[src/mdd_consts.svh]
/*
  constants of the motor driver diagnostic register group: offsets, field positions, reset values
  assumes: included by bare name from the back-emf averaging module and the register module
*/
`ifndef MDD_CONSTS_SVH
`define MDD_CONSTS_SVH

// register indices (read at the even index, write at the odd one)
`define MDD_IDX_BACKEMF_RD    8'h08
`define MDD_IDX_BACKEMF_WR    8'h09
`define MDD_IDX_STEP_RD       8'h0A
`define MDD_IDX_STEP_WR       8'h0B
`define MDD_IDX_OCP_RD        8'h0C
`define MDD_IDX_OCP_WR        8'h0D
`define MDD_IDX_FAULT_RD      8'h0E
`define MDD_IDX_FAULT_WR      8'h0F

// back-emf register fields
`define MDD_BACKEMF_READING_SEL_BIT      11
`define MDD_BACKEMF_READING_GAIN_HI      10
`define MDD_BACKEMF_READING_GAIN_LO      8
`define MDD_BACKEMF_READING_GAIN_RST     3'h3
`define MDD_BACKEMF_READING_AVG_SAMPLES  16

// step position register
`define MDD_STEP_RST          12'h0510
`define MDD_STEP_POS_RST      7'h10

// overcurrent register
`define MDD_OCP_RSVD          8'h55
`define MDD_OCP_AH_BIT        3
`define MDD_OCP_AL_BIT        2
`define MDD_OCP_BH_BIT        1
`define MDD_OCP_BL_BIT        0

// fault register
`define MDD_FLT_STALL_BIT     9
`define MDD_FLT_OLA_BIT       8
`define MDD_FLT_OLB_BIT       7
`define MDD_FLT_OCP_BIT       6
`define MDD_FLT_OTS_BIT       5
`define MDD_FLT_OTW_BIT       4
`define MDD_FLT_OVP_BIT       3
`define MDD_FLT_MOTOR_SUPPLY_LOW_FLAG_BIT     2
`define MDD_FLT_LOGIC_SUPPLY_LOW_FLAG_BIT     1
`define MDD_FLT_SUM_BIT       0
`define MDD_FLT_LATCH_RST     9'h001

`endif

[src/mdd_pkg.sv]
/*
  types of the motor driver diagnostic register group
  assumes: nothing
*/
package mdd_pkg;

  // hardware fault events, one-cycle or level, active high
  typedef struct packed {
    logic stall;
    logic open_load_a;
    logic open_load_b;
    logic thermal_shutdown;
    logic thermal_warning;
    logic overvoltage;
    logic motor_supply_low;
    logic logic_supply_low;
  } mdd_fault_ev_s;

  // back-emf sample input
  typedef struct packed {
    logic       valid;
    logic [7:0] value;
  } mdd_backemf_reading_smp_s;

  typedef enum logic [1:0] {
    MDD_RD_IDLE = 2'b00,
    MDD_RD_RESP = 2'b01
  } mdd_rd_state_e;

endpackage

[src/mdd_backemf_reading_avg.sv]
/*
  back-emf averaging: sums samples in blocks of 16, restarting after each block, and outputs either
  the average or the most recent sample, registered
  assumes: one sample per valid pulse, taken at a zero-current step
*/
`timescale 1ns/1ns
`include "mdd_consts.svh"

module mdd_backemf_reading_avg #(
  parameter int SAMPLES = `MDD_BACKEMF_READING_AVG_SAMPLES
) (
  input  wire logic                  core_clk,
  input  wire logic                  rst_n,
  input  wire mdd_pkg::mdd_backemf_reading_smp_s smp,
  input  wire logic                  realtime_sel,
  output logic [7:0]                 value
);

  localparam int CW = $clog2(SAMPLES);
  localparam int SW = 8 + CW;

  logic [CW-1:0] cnt;
  logic [SW-1:0] acc;
  logic [7:0]    avg;
  logic [7:0]    last;

  always_ff @(posedge core_clk) begin
    if (!rst_n) begin
      cnt  <= '0;
      acc  <= '0;
      avg  <= 8'h00;
      last <= 8'h00;
    end else if (smp.valid) begin
      last <= smp.value;
      cnt  <= CW'(cnt + 1'b1);
      if (cnt == CW'(SAMPLES - 1)) begin
        avg <= 8'((acc + SW'(smp.value)) >> CW);
        acc <= '0;
      end else begin
        acc <= SW'(acc + SW'(smp.value));
      end
    end
  end

  always_ff @(posedge core_clk) begin
    if (!rst_n)
      value <= 8'h00;
    else
      value <= realtime_sel ? last : avg;
  end

endmodule

[src/mdd_flag_latch.sv]
/*
  bank of sticky flags: set by hardware events, cleared by write-one
  assumes: set and clear are synchronous to core_clk
*/
`timescale 1ns/1ns

module mdd_flag_latch #(
  parameter int          N   = 4,
  parameter logic [N-1:0] RST = '0
) (
  input  wire logic         core_clk,
  input  wire logic         rst_n,
  input  wire logic [N-1:0] set,
  input  wire logic [N-1:0] clr,
  output logic      [N-1:0] flags
);

  genvar i;
  generate
    for (i = 0; i < N; i++) begin : g_flag
      // set wins over a simultaneous clear so no event is lost
      always_ff @(posedge core_clk) begin
        if (!rst_n)
          flags[i] <= RST[i];
        else if (set[i])
          flags[i] <= 1'b1;
        else if (clr[i])
          flags[i] <= 1'b0;
      end
    end
  endgenerate

endmodule

[src/mdd_diag_regs.sv]
/*
  diagnostic register group of a stepper motor driver: back-emf settings and
  result, step-table position, overcurrent flags, fault status and fault pin,
  reached over an axi4-lite slave
  assumes: single clock core_clk, synchronous active-low rst_n that is also
  driven by supply start-up and the external reset pin; events synchronous
*/
// Implementation choice: the AXI4-Lite interface to the registers.
`timescale 1ns/1ns
`include "mdd_consts.svh"

module mdd_diag_regs (
  input  wire logic                   core_clk,
  input  wire logic                   rst_n,
  // axi4-lite slave
  input  wire logic [7:0]             s_axi_awaddr,
  input  wire logic                   s_axi_awvalid,
  output logic                        s_axi_awready,
  input  wire logic [31:0]            s_axi_wdata,
  input  wire logic [3:0]             s_axi_wstrb,
  input  wire logic                   s_axi_wvalid,
  output logic                        s_axi_wready,
  output logic [1:0]                  s_axi_bresp,
  output logic                        s_axi_bvalid,
  input  wire logic                   s_axi_bready,
  input  wire logic [7:0]             s_axi_araddr,
  input  wire logic                   s_axi_arvalid,
  output logic                        s_axi_arready,
  output logic [31:0]                 s_axi_rdata,
  output logic [1:0]                  s_axi_rresp,
  output logic                        s_axi_rvalid,
  input  wire logic                   s_axi_rready,
  // hardware events
  input  wire logic [3:0]             ocp_event,
  input  wire mdd_pkg::mdd_fault_ev_s fault_event,
  input  wire mdd_pkg::mdd_backemf_reading_smp_s backemf_reading_sample,
  // block outputs
  output logic                        backemf_mode_select,
  output logic [2:0]                  backemf_gain,
  output logic [6:0]                  step_table_position,
  output logic                        fault_output_pin_n
);

  localparam logic [1:0] RESP_OKAY   = 2'b00;
  localparam logic [1:0] RESP_SLVERR = 2'b10;

  // write channel capture
  logic        aw_held;
  logic        w_held;
  logic [7:0]  aw_addr;
  logic [31:0] w_data;
  logic [3:0]  w_strb;
  logic        wr_fire;
  logic [7:0]  wr_idx;
  logic        wr_hit;
  logic        wr_lo;
  logic        wr_hi;

  // register state
  logic [4:0]  step_rsvd;
  logic [3:0]  ocp_flags;
  logic [3:0]  ocp_clr;
  logic [8:0]  flt_flags;
  logic [8:0]  flt_set;
  logic [8:0]  flt_clr;
  logic [7:0]  backemf_reading_value;
  logic        ocp_summary;
  logic        fault_summary;
  logic [11:0] rd_word;
  logic [7:0]  rd_idx;
  logic        rd_hit;

  // aw and w are taken independently, in either order
  assign s_axi_awready = !aw_held && !s_axi_bvalid;
  assign s_axi_wready  = !w_held && !s_axi_bvalid;

  always_ff @(posedge core_clk) begin
    if (!rst_n) begin
      aw_held <= 1'b0;
      aw_addr <= 8'h00;
    end else if (s_axi_awvalid && s_axi_awready) begin
      aw_held <= 1'b1;
      aw_addr <= s_axi_awaddr;
    end else if (wr_fire) begin
      aw_held <= 1'b0;
    end
  end

  always_ff @(posedge core_clk) begin
    if (!rst_n) begin
      w_held <= 1'b0;
      w_data <= 32'h0000_0000;
      w_strb <= 4'h0;
    end else if (s_axi_wvalid && s_axi_wready) begin
      w_held <= 1'b1;
      w_data <= s_axi_wdata;
      w_strb <= s_axi_wstrb;
    end else if (wr_fire) begin
      w_held <= 1'b0;
    end
  end

  assign wr_fire = aw_held && w_held;
  assign wr_idx  = {2'b00, aw_addr[7:2]};
  // only the odd index of each pair accepts writes
  assign wr_hit  = (aw_addr[1:0] == 2'b00) && wr_idx[0] && (wr_idx >= `MDD_IDX_BACKEMF_WR)
                   && (wr_idx <= `MDD_IDX_FAULT_WR);
  assign wr_lo   = w_strb[0];
  assign wr_hi   = w_strb[1];

  always_ff @(posedge core_clk) begin
    if (!rst_n) begin
      s_axi_bvalid <= 1'b0;
      s_axi_bresp  <= RESP_OKAY;
    end else if (wr_fire) begin
      s_axi_bvalid <= 1'b1;
      s_axi_bresp  <= wr_hit ? RESP_OKAY : RESP_SLVERR;
    end else if (s_axi_bready) begin
      s_axi_bvalid <= 1'b0;
    end
  end

  // back-emf settings
  always_ff @(posedge core_clk) begin
    if (!rst_n) begin
      backemf_mode_select <= 1'b0;
      backemf_gain        <= `MDD_BACKEMF_READING_GAIN_RST;
    end else if (wr_fire && wr_idx == `MDD_IDX_BACKEMF_WR && wr_hi) begin
      backemf_mode_select <= w_data[`MDD_BACKEMF_READING_SEL_BIT];
      backemf_gain        <= w_data[`MDD_BACKEMF_READING_GAIN_HI:`MDD_BACKEMF_READING_GAIN_LO];
    end
  end

  mdd_backemf_reading_avg u_backemf_reading_avg (
    .core_clk     (core_clk),
    .rst_n        (rst_n),
    .smp          (backemf_reading_sample),
    .realtime_sel (backemf_mode_select),
    .value        (backemf_reading_value)
  );

  // step position, reserved upper bits kept as writable storage
  always_ff @(posedge core_clk) begin
    if (!rst_n) begin
      step_table_position <= `MDD_STEP_POS_RST;
      step_rsvd           <= 5'(`MDD_STEP_RST >> 7);
    end else if (wr_fire && wr_idx == `MDD_IDX_STEP_WR) begin
      if (wr_lo) begin
        step_table_position <= w_data[6:0];
      end
      step_rsvd <= {wr_hi ? w_data[11:8] : step_rsvd[4:1], wr_lo ? w_data[7] : step_rsvd[0]};
    end
  end

  // overcurrent flags, write-one-to-clear
  assign ocp_clr = (wr_fire && wr_idx == `MDD_IDX_OCP_WR && wr_lo) ? w_data[3:0] : 4'h0;

  mdd_flag_latch #(
    .N   (4),
    .RST (4'h0)
  ) u_ocp_flags (
    .core_clk (core_clk),
    .rst_n    (rst_n),
    .set      (ocp_event),
    .clr      (ocp_clr),
    .flags    (ocp_flags)
  );

  assign ocp_summary = |ocp_flags;

  // fault flags at bits 9..1, summary bits excluded so writes there do nothing
  assign flt_set = {fault_event.stall,
                    fault_event.open_load_a, fault_event.open_load_b,
                    1'b0,
                    fault_event.thermal_shutdown,
                    fault_event.thermal_warning,
                    fault_event.overvoltage,
                    fault_event.motor_supply_low,
                    fault_event.logic_supply_low};
  assign flt_clr = (wr_fire && wr_idx == `MDD_IDX_FAULT_WR)
                   ? ({wr_hi ? w_data[9:8] : 2'b00, wr_lo ? w_data[7:1] : 7'h00} & 9'h1DF) : 9'h000;

  // logic supply flag resets set, since every device reset passes through rst_n
  mdd_flag_latch #(
    .N   (9),
    .RST (`MDD_FLT_LATCH_RST)
  ) u_flt_flags (
    .core_clk (core_clk),
    .rst_n    (rst_n),
    .set      (flt_set),
    .clr      (flt_clr),
    .flags    (flt_flags)
  );

  // undervoltage flags excluded from the summary
  assign fault_summary = flt_flags[8] | flt_flags[7] | flt_flags[6] | flt_flags[4] | flt_flags[3]
                         | flt_flags[2] | ocp_summary;

  // pin is active low; registered so the bit and the pin move together
  logic fault_reg;
  always_ff @(posedge core_clk) begin
    if (!rst_n) begin
      fault_reg          <= 1'b0;
      fault_output_pin_n <= 1'b1;
    end else begin
      fault_reg          <= fault_summary;
      fault_output_pin_n <= !fault_summary;
    end
  end

  // read path: answer one cycle after the address is taken
  assign rd_idx = {2'b00, s_axi_araddr[7:2]};
  assign rd_hit = (s_axi_araddr[1:0] == 2'b00) && !rd_idx[0] && (rd_idx >= `MDD_IDX_BACKEMF_RD)
                  && (rd_idx <= `MDD_IDX_FAULT_RD);
  assign s_axi_arready = !s_axi_rvalid;

  always_comb begin
    case (rd_idx)
      `MDD_IDX_BACKEMF_RD: rd_word = {backemf_mode_select, backemf_gain, backemf_reading_value};
      `MDD_IDX_STEP_RD:    rd_word = {step_rsvd, step_table_position};
      `MDD_IDX_OCP_RD:     rd_word = {`MDD_OCP_RSVD, ocp_flags};
      `MDD_IDX_FAULT_RD:   rd_word = {2'b00, flt_flags[8:6], ocp_summary, flt_flags[4:0], fault_reg};
      default:             rd_word = 12'h000;
    endcase
  end

  always_ff @(posedge core_clk) begin
    if (!rst_n) begin
      s_axi_rvalid <= 1'b0;
      s_axi_rdata  <= 32'h0000_0000;
      s_axi_rresp  <= RESP_OKAY;
    end else if (s_axi_arvalid && s_axi_arready) begin
      s_axi_rvalid <= 1'b1;
      s_axi_rdata  <= rd_hit ? {20'h0_0000, rd_word} : 32'h0000_0000;
      s_axi_rresp  <= rd_hit ? RESP_OKAY : RESP_SLVERR;
    end else if (s_axi_rready) begin
      s_axi_rvalid <= 1'b0;
    end
  end
endmodule

[config.mk]
export PLATFORM = sky130hd
export DESIGN_NAME = mdd_diag_regs
export DESIGN_NICKNAME = d
export VERILOG_FILES = /design/src/mdd_pkg.sv /design/src/mdd_backemf_reading_avg.sv /design/src/mdd_flag_latch.sv /design/src/mdd_diag_regs.sv
export VERILOG_INCLUDE_DIRS = /design/src
export SDC_FILE = /design/constraint.sdc
export NUM_CORES = 1
export LEC_CHECK = 0
export ABC_CLOCK_PERIOD_IN_PS = 2300
export BUFFER_PORTS_ARGS = -buffer_cell sky130_fd_sc_hd__buf_2
export CORE_ASPECT_RATIO = 1.25
export CORE_UTILIZATION = 40
export CTS_BUF_LIST = sky130_fd_sc_hd__clkbuf_16
export DETAILED_ROUTE_END_ITERATION = 12
export GPL_TIMING_DRIVEN = 0
export HOLD_SLACK_MARGIN = 0.03
export PLACE_DENSITY = 0.61
export REMOVE_ABC_BUFFERS = 1
export SYNTH_ARGS = -nofsm -noshare
export SYNTH_HDL_FRONTEND = slang
export SYNTH_HIERARCHICAL = 1
export SYNTH_SLANG_ARGS = --single-unit
[constraint.sdc]
create_clock -name core_clk -period 2.3 [get_ports core_clk]
set_input_delay 0.115 -clock core_clk [delete_from_list [all_inputs] [get_ports core_clk]]
set_output_delay 0.115 -clock core_clk [all_outputs]
set_load 0.005 [all_outputs]
==> impl_metrics.py, run 1 <==
metrics = {
    "outcome": {
        "run_status": "finished, final reports clean",
    },
    "routing": {
        "num_vias": 4179,
        "vias_per_cell": 5.05,
        "post_drt_wl_per_cell_microns": 14.9,
        "ant_nets": 0,
        "drt-total-wl_microns": 12400,
        "drc": 0,
        "drtIter0Drc": 183,
        "drt_first_pass_iters": 4,
    },
    "sta": {
        "finalSetupViolations": 0,
        "hold_viol_final": 0,
        "layout_min_cycle_time_ns": 2.12,
        "maxSlewViolCount": 0,
        "post-route-period-util": 0.922,
        "rsz0062_at_grt": "false",
        "worstMarginPinSlew_ns": 0.990,
        "relSlewSlack": 0.330,
        "setup_ws_ns": 0.180,
        "finClkSkew_ns": 0.0109,
        "fmax_mhz": 472,
        "whs_ns": 0.0547,
    },
    "finish": {
        "antenna_cells": 0,
        "fin_util": 0.497,
        "area_growth_pct": 20.2,
        "final_nets": 744,
        "drive_gt1_frac": 0.215,
        "biggestRegsByFlops": "s_axi_rdata: 12 flops, u_backemf_reading_avg/acc: 12 flops, w_data: 12 flops",
    },
    "global_route": {
        "grt_pass1_vias": 3968,
        "grt_max_degree": 66,
        "grt_overflow": 0,
        "antenna_found_initial": 0,
        "grt_pass1_wl_microns": 20000,
        "grt_usage": 0.185,
    },
    "hold_path": {
        "holdPathStages": 3,
        "hp-class": "in -> reg",
        "hp-start": "backemf_reading_sample[0]",
        "whs_endpoint": "u_backemf_reading_avg/last[0]",
    },
    "placement": {
        "port_buffers": 88,
        "dp_slack_ns": -0.558,
        "hpwl_microns": 8830,
        "gp_congestion": 0.796,
    },
    "cts": {
        "insertion_delay_ns": 0.35,
        "post_cts_buffers": 0,
        "clock_sinks": 110,
        "root_buffer": "clkbuf_16",
        "tritoncts": "done",
        "clk_pin_slew_ns": 0.07,
        "numCtsBuffers": 9,
        "htree_levels": 3,
        "clockBufferDepth": 2,
    },
    "die": {
        "core_area_sq_um": 12800,
        "rows": 46,
        "die_w_microns": 105,
        "die_h_microns": 130,
        "start_util": 0.413,
        "die-area_sq_um": 13700,
        "io_pins": 133,
    },
    "worst_setup_path": {
        "reg2reg_to": "u_backemf_reading_avg/avg[2]",
        "critPathMaxStageDelay_ns": 0.41,
        "rrSetupSlack_ns": 0.18,
        "cp.arrival_ns": 2.35,
        "cp_top_family": "compound AO/OA/AOI/OAI gates",
        "crit_type": "reg -> reg",
        "cp_num_buf_inv": 0,
        "reg2reg_depth": 6,
        "worstPathCellList": "ha_1 -> fa_1 -> a21o_1 -> a221oi_4 -> xor2_1 -> o21ai_1",
        "slowest_stage": "fa_1",
        "cp-end-kind": "flip-flop",
        "crit_required_ns": 2.53,
        "path_max_fanout": 6,
        "cp-start-kind": "flip-flop",
        "reg2reg_from": "u_backemf_reading_avg/acc[0]",
    },
    "power": {
        "combPwrFrac": 0.139,
        "p_int_mw": 3.10,
        "clockPowerShare": 0.368,
        "power.leakage_nw": 2.57,
        "p_sw_mw": 1.08,
        "ir_drop_v": 0.000311,
        "seqPwrFrac": 0.493,
        "power_density_nw_per_um2": 658,
        "switching_share": 0.258,
    },
    "synth": {
        "syn-mean-instance-area_sq_um": 9.55,
        "syn-cell-area_sq_um": 5280,
        "synthCells": 553,
        "yosysWarnings": 6,
    },
    "job": {
        "cap_viol_max_count": 0,
    },
}
## metal layers
layer  wire, microns  vias up  GRT usage
li1                -     2113          -
met5               0        -          0
met4             165        0     0.0646
met1            5650     1952      0.237
met2            6080      102      0.315
met3             455       12     0.0313
## power groups by stage
stage	Combinational [mW]	Clock, mW	Sequential (mW)
final	0.581	1.53	2.06
after detailed placement	0.532	0	2.10
after global routing	0.647	1.66	2.07
after global placement	0.524	0	2.10
after CTS	0.582	1.59	2.06
after floorplan	0.357	0	2.08
## placed cells by master (no fill, tap or decap), types with 4 or more instances in the layout
master,instances
o2bb2ai_1,4
mux2i_1,36
o21a_1,12
nor2b_4,11
nand3_1,17
nand2b_1,8
clkbuf_16,9
nand2_1,57
nor3_1,5
inv_1,6
and3_1,5
xor2_1,6
xnor2_1,4
a22o_1,7
nor4_1,4
a21oi_2,4
and2_1,13
conb_1,22
nor2_1,26
buf_2,87
o31ai_1,8
nor2b_1,21
a21oi_1,37
ha_1,9
nand4_1,10
o21ai_0,16
dlygate4sd3_1,36
mux2_2,5
dfxtp_1,110
## area by class of cell
| class | count | area [sq um] |
|---|---|---|
| sequential | 110 | 2200 |
| clock inverter | 7 | 66.3 |
| timing repair buffer | 124 | 803 |
| multi-input combinational | 403 | 2820 |
| inverter | 6 | 22.5 |
| clock buffer | 9 | 225 |
| fill | 1251 | 6430 |
| tap | 168 | 210 |
## repair_timing
| item | in CTS | in global routing |
|---|---|---|
| cloned | 0 | 0 |
| gates resized for setup | 1 | 1 |
| hold buffers | 36 | 0 |
| hold endpoints to repair | 36 | 0 |
| setup endpoints to repair | 11 | 11 |
## worst max path at each step
stage                                             from  depth (start not counted)                            to  slack (ns)
after detailed placement                         rst_n                          4               s_axi_rdata[10]       -0.56
after global placement                           rst_n                          4               s_axi_rdata[10]       -0.52
after global routing      u_backemf_reading_avg/acc[0]                          6  u_backemf_reading_avg/avg[2]        0.10
after CTS                                        rst_n                          4               s_axi_rdata[10]        0.12
after floorplan           u_backemf_reading_avg/acc[0]                          6  u_backemf_reading_avg/acc[8]        0.39
final                     u_backemf_reading_avg/acc[0]                          6  u_backemf_reading_avg/avg[2]        0.18
## metrics by stage
step           TNS (ns)  cells  cell area (sq um)  total power, mW
6_report              0    827               6350             4.17
5_1_grt               0    827               6350             4.38
4_1_cts               0    827               6340             4.23
3_5_place_dp      -5.75    775               5680             2.63
3_3_place_gp      -5.42    775               5680             2.62
2_1_floorplan         0    519               5030             2.44
## tightest hold or removal path: stages
cell and delay, ns:
buf_2 0.09, mux2i_1 0.06, nor2b_1 0.09
Note: power is estimated with default switching activity, not from simulation.
==> run 2, diff against run 1 <==
--- a/config.mk
+++ b/config.mk
@@ -6,6 +6,7 @@
 export SDC_FILE = /design/constraint.sdc
 export NUM_CORES = 1
 export LEC_CHECK = 0
+export ABC_AREA = 0
 export ABC_CLOCK_PERIOD_IN_PS = 2300
 export BUFFER_PORTS_ARGS = -buffer_cell sky130_fd_sc_hd__buf_2
 export CORE_ASPECT_RATIO = 1.25
@@ -15,6 +16,7 @@
 export GPL_TIMING_DRIVEN = 0
 export HOLD_SLACK_MARGIN = 0.03
 export PLACE_DENSITY = 0.61
+export RECOVER_POWER = 100
 export REMOVE_ABC_BUFFERS = 1
 export SYNTH_ARGS = -nofsm -noshare
 export SYNTH_HDL_FRONTEND = slang
==> run 2 against run 1 <==
Compared with the run above:
- core utilization fell by 0.48 points
- register-to-register slack barely moved
- fmax barely moved
- final cell count did not move
- first-iteration DRC count rose by 8.7%
- design area fell by 0.97%
- global-route usage did not move
- critical endpoint is now u_backemf_reading_avg/acc[6]
- sequential power barely moved
- clock skew rose by 0.0013 ns
- combinational power fell by 2%
- die area did not move
- clock power barely moved
==> impl_metrics.py, run 2 (synthesis gave the netlist of run 1 again) <==
metrics = {
    "job": {
        "cap_viol_max_count": 0,
    },
    "cts": {
        "post_cts_buffers": 0,
        "htree_levels": 3,
        "root_buffer": "clkbuf_16",
        "clock_sinks": 110,
        "insertion_delay_ns": 0.35,
        "tritoncts": "done",
        "clk_pin_slew_ns": 0.07,
        "clockBufferDepth": 2,
        "numCtsBuffers": 9,
    },
    "placement": {
        "placedCellCount": 775,
        "port_buffers": 88,
        "hpwl_microns": 8830,
        "gp_congestion": 0.796,
    },
    "hold_path": {
        "hp-start": "backemf_reading_sample[0]",
        "whs_endpoint": "u_backemf_reading_avg/last[0]",
        "holdPathStages": 3,
        "hp-class": "in -> reg",
    },
    "die": {
        "rows": 46,
        "die-area_sq_um": 13700,
        "core_area_sq_um": 12800,
        "die_w_microns": 105,
        "start_util": 0.413,
        "die_h_microns": 130,
        "io_pins": 133,
    },
    "sta": {
        "post-route-period-util": 0.921,
        "worstMarginPinSlew_ns": 1.11,
        "finalSetupViolations": 0,
        "finClkSkew_ns": 0.0122,
        "hold_viol_final": 0,
        "rsz0062_at_grt": "false",
        "relSlewSlack": 0.251,
        "tns_ns": 0,
        "whs_ns": 0.0556,
        "maxSlewViolCount": 0,
        "fmax_mhz": 472,
        "layout_min_cycle_time_ns": 2.12,
    },
    "finish": {
        "final_common_cell": "dfxtp_1",
        "fin_util": 0.492,
        "multi_input_area_sq_um": 2770,
        "drive_gt1_frac": 0.191,
        "antenna_cells": 0,
        "n_fill_cell": 1260,
        "seqCellArea_sq_um": 2200,
        "area_growth_pct": 19.0,
        "final_cell_mix": "110 x dfxtp_1, 78 x buf_2, 57 x nand2_1",
        "final_nets": 744,
        "biggestRegsByFlops": "s_axi_rdata: 12 flops, u_backemf_reading_avg/acc: 12 flops, w_data: 12 flops",
        "fin_cells": 827,
    },
    "routing": {
        "vias_per_cell": 5.03,
        "post_drt_wl_per_cell_microns": 15.0,
        "num_vias": 4160,
        "drtIter0Drc": 199,
        "drt_first_pass_iters": 4,
        "drt-total-wl_microns": 12400,
        "ant_nets": 0,
        "drc": 0,
    },
    "worst_setup_path": {
        "rrSetupSlack_ns": 0.18,
        "cp-end-kind": "flip-flop",
        "crit_required_ns": 2.52,
        "reg2reg_to": "u_backemf_reading_avg/acc[6]",
        "path_max_fanout": 6,
        "reg2reg_from": "u_backemf_reading_avg/acc[0]",
        "cp_num_buf_inv": 0,
        "crit_type": "reg -> reg",
        "reg2reg_depth": 6,
        "cp.arrival_ns": 2.34,
        "slowest_stage": "fa_1",
        "cp-start-kind": "flip-flop",
        "critPathMaxStageDelay_ns": 0.41,
        "cp_top_family": "compound AO/OA/AOI/OAI gates",
        "worstPathCellList": "ha_1 -> fa_1 -> a21o_1 -> a221oi_4 -> xor2_1 -> o21ai_0",
    },
    "outcome": {
        "run_status": "finished, final reports clean",
    },
    "global_route": {
        "grt_pass1_wl_microns": 20000,
        "grt_overflow": 0,
        "grt_max_degree": 66,
        "grt_usage": 0.185,
        "antenna_found_initial": 0,
        "grt_pass1_vias": 3968,
    },
    "power": {
        "total_power_mw": 4.17,
        "power_density_nw_per_um2": 663,
        "power.leakage_nw": 2.51,
        "ir_drop_v": 0.000312,
    },
}
-- run 2: cell count changes in the layout (fill, tap and decap cells not counted), sizes merged --
cell,before,now
clkbuf,10,19
buf,87,78
-- run 2: metal layers --
| layer | wire length, microns | track usage | part of all wire |
|---|---|---|---|
| met1 | 5730 | 0.237 | 0.46 |
| met2 | 6080 | 0.315 | 0.49 |
| met5 | 0 | 0 | 0 |
| met4 | 144 | 0.0646 | 0.012 |
| met3 | 435 | 0.0313 | 0.035 |
-- run 2: tightest hold or removal path, stage by stage --
cell and delay (ns):
buf_2 0.09, mux2i_1 0.06, nor2b_1 0.09
-- run 2: per-stage QoR --
step	setup WS (ns)	instance area, sq um
after floorplan	0.390	5030
after global placement	-0.520	5680
after detailed placement	-0.558	5680
after CTS	0.115	6340
after global routing	0.0686	6280
final	0.181	6280
-- run 2: layout make-up --
| type | count | area share |
|---|---|---|
| clock buffer | 9 | 0.0358 |
| clock inverter | 7 | 0.0106 |
| inverter | 6 | 0.00358 |
| multi-input combinational | 403 | 0.440 |
| sequential | 110 | 0.350 |
| tap | 168 | 0.0334 |
| timing repair buffer | 124 | 0.126 |
-- run 2: repair_timing --
action                                 4_1_cts  5_1_grt
gates cloned                                 0        0
resized for setup                            1        1
setup endpoints to repair                   11       11
endpoints found under the hold margin       36        0
hold buffers                                36        0
-- run 2: report_power, final --
part	switching (mW)	total, mW	internal [mW]	leakage (nW)
Combinational	0.304	0.572	0.268	1.47
Sequential	0.0707	2.06	1.99	0.899
Clock	0.698	1.54	0.838	0.142
-- run 2: worst max-delay path by stage --
stage	from	to	slack [ns]	cells after the start
6_report	u_backemf_reading_avg/acc[0]	u_backemf_reading_avg/acc[6]	0.18	6
3_5_place_dp	rst_n	s_axi_rdata[10]	-0.56	4
2_1_floorplan	u_backemf_reading_avg/acc[0]	u_backemf_reading_avg/acc[8]	0.39	6
3_3_place_gp	rst_n	s_axi_rdata[10]	-0.52	4
5_1_grt	w_held	u_ocp_flags/flags[0]	0.07	5
4_1_cts	rst_n	s_axi_rdata[10]	0.12	4
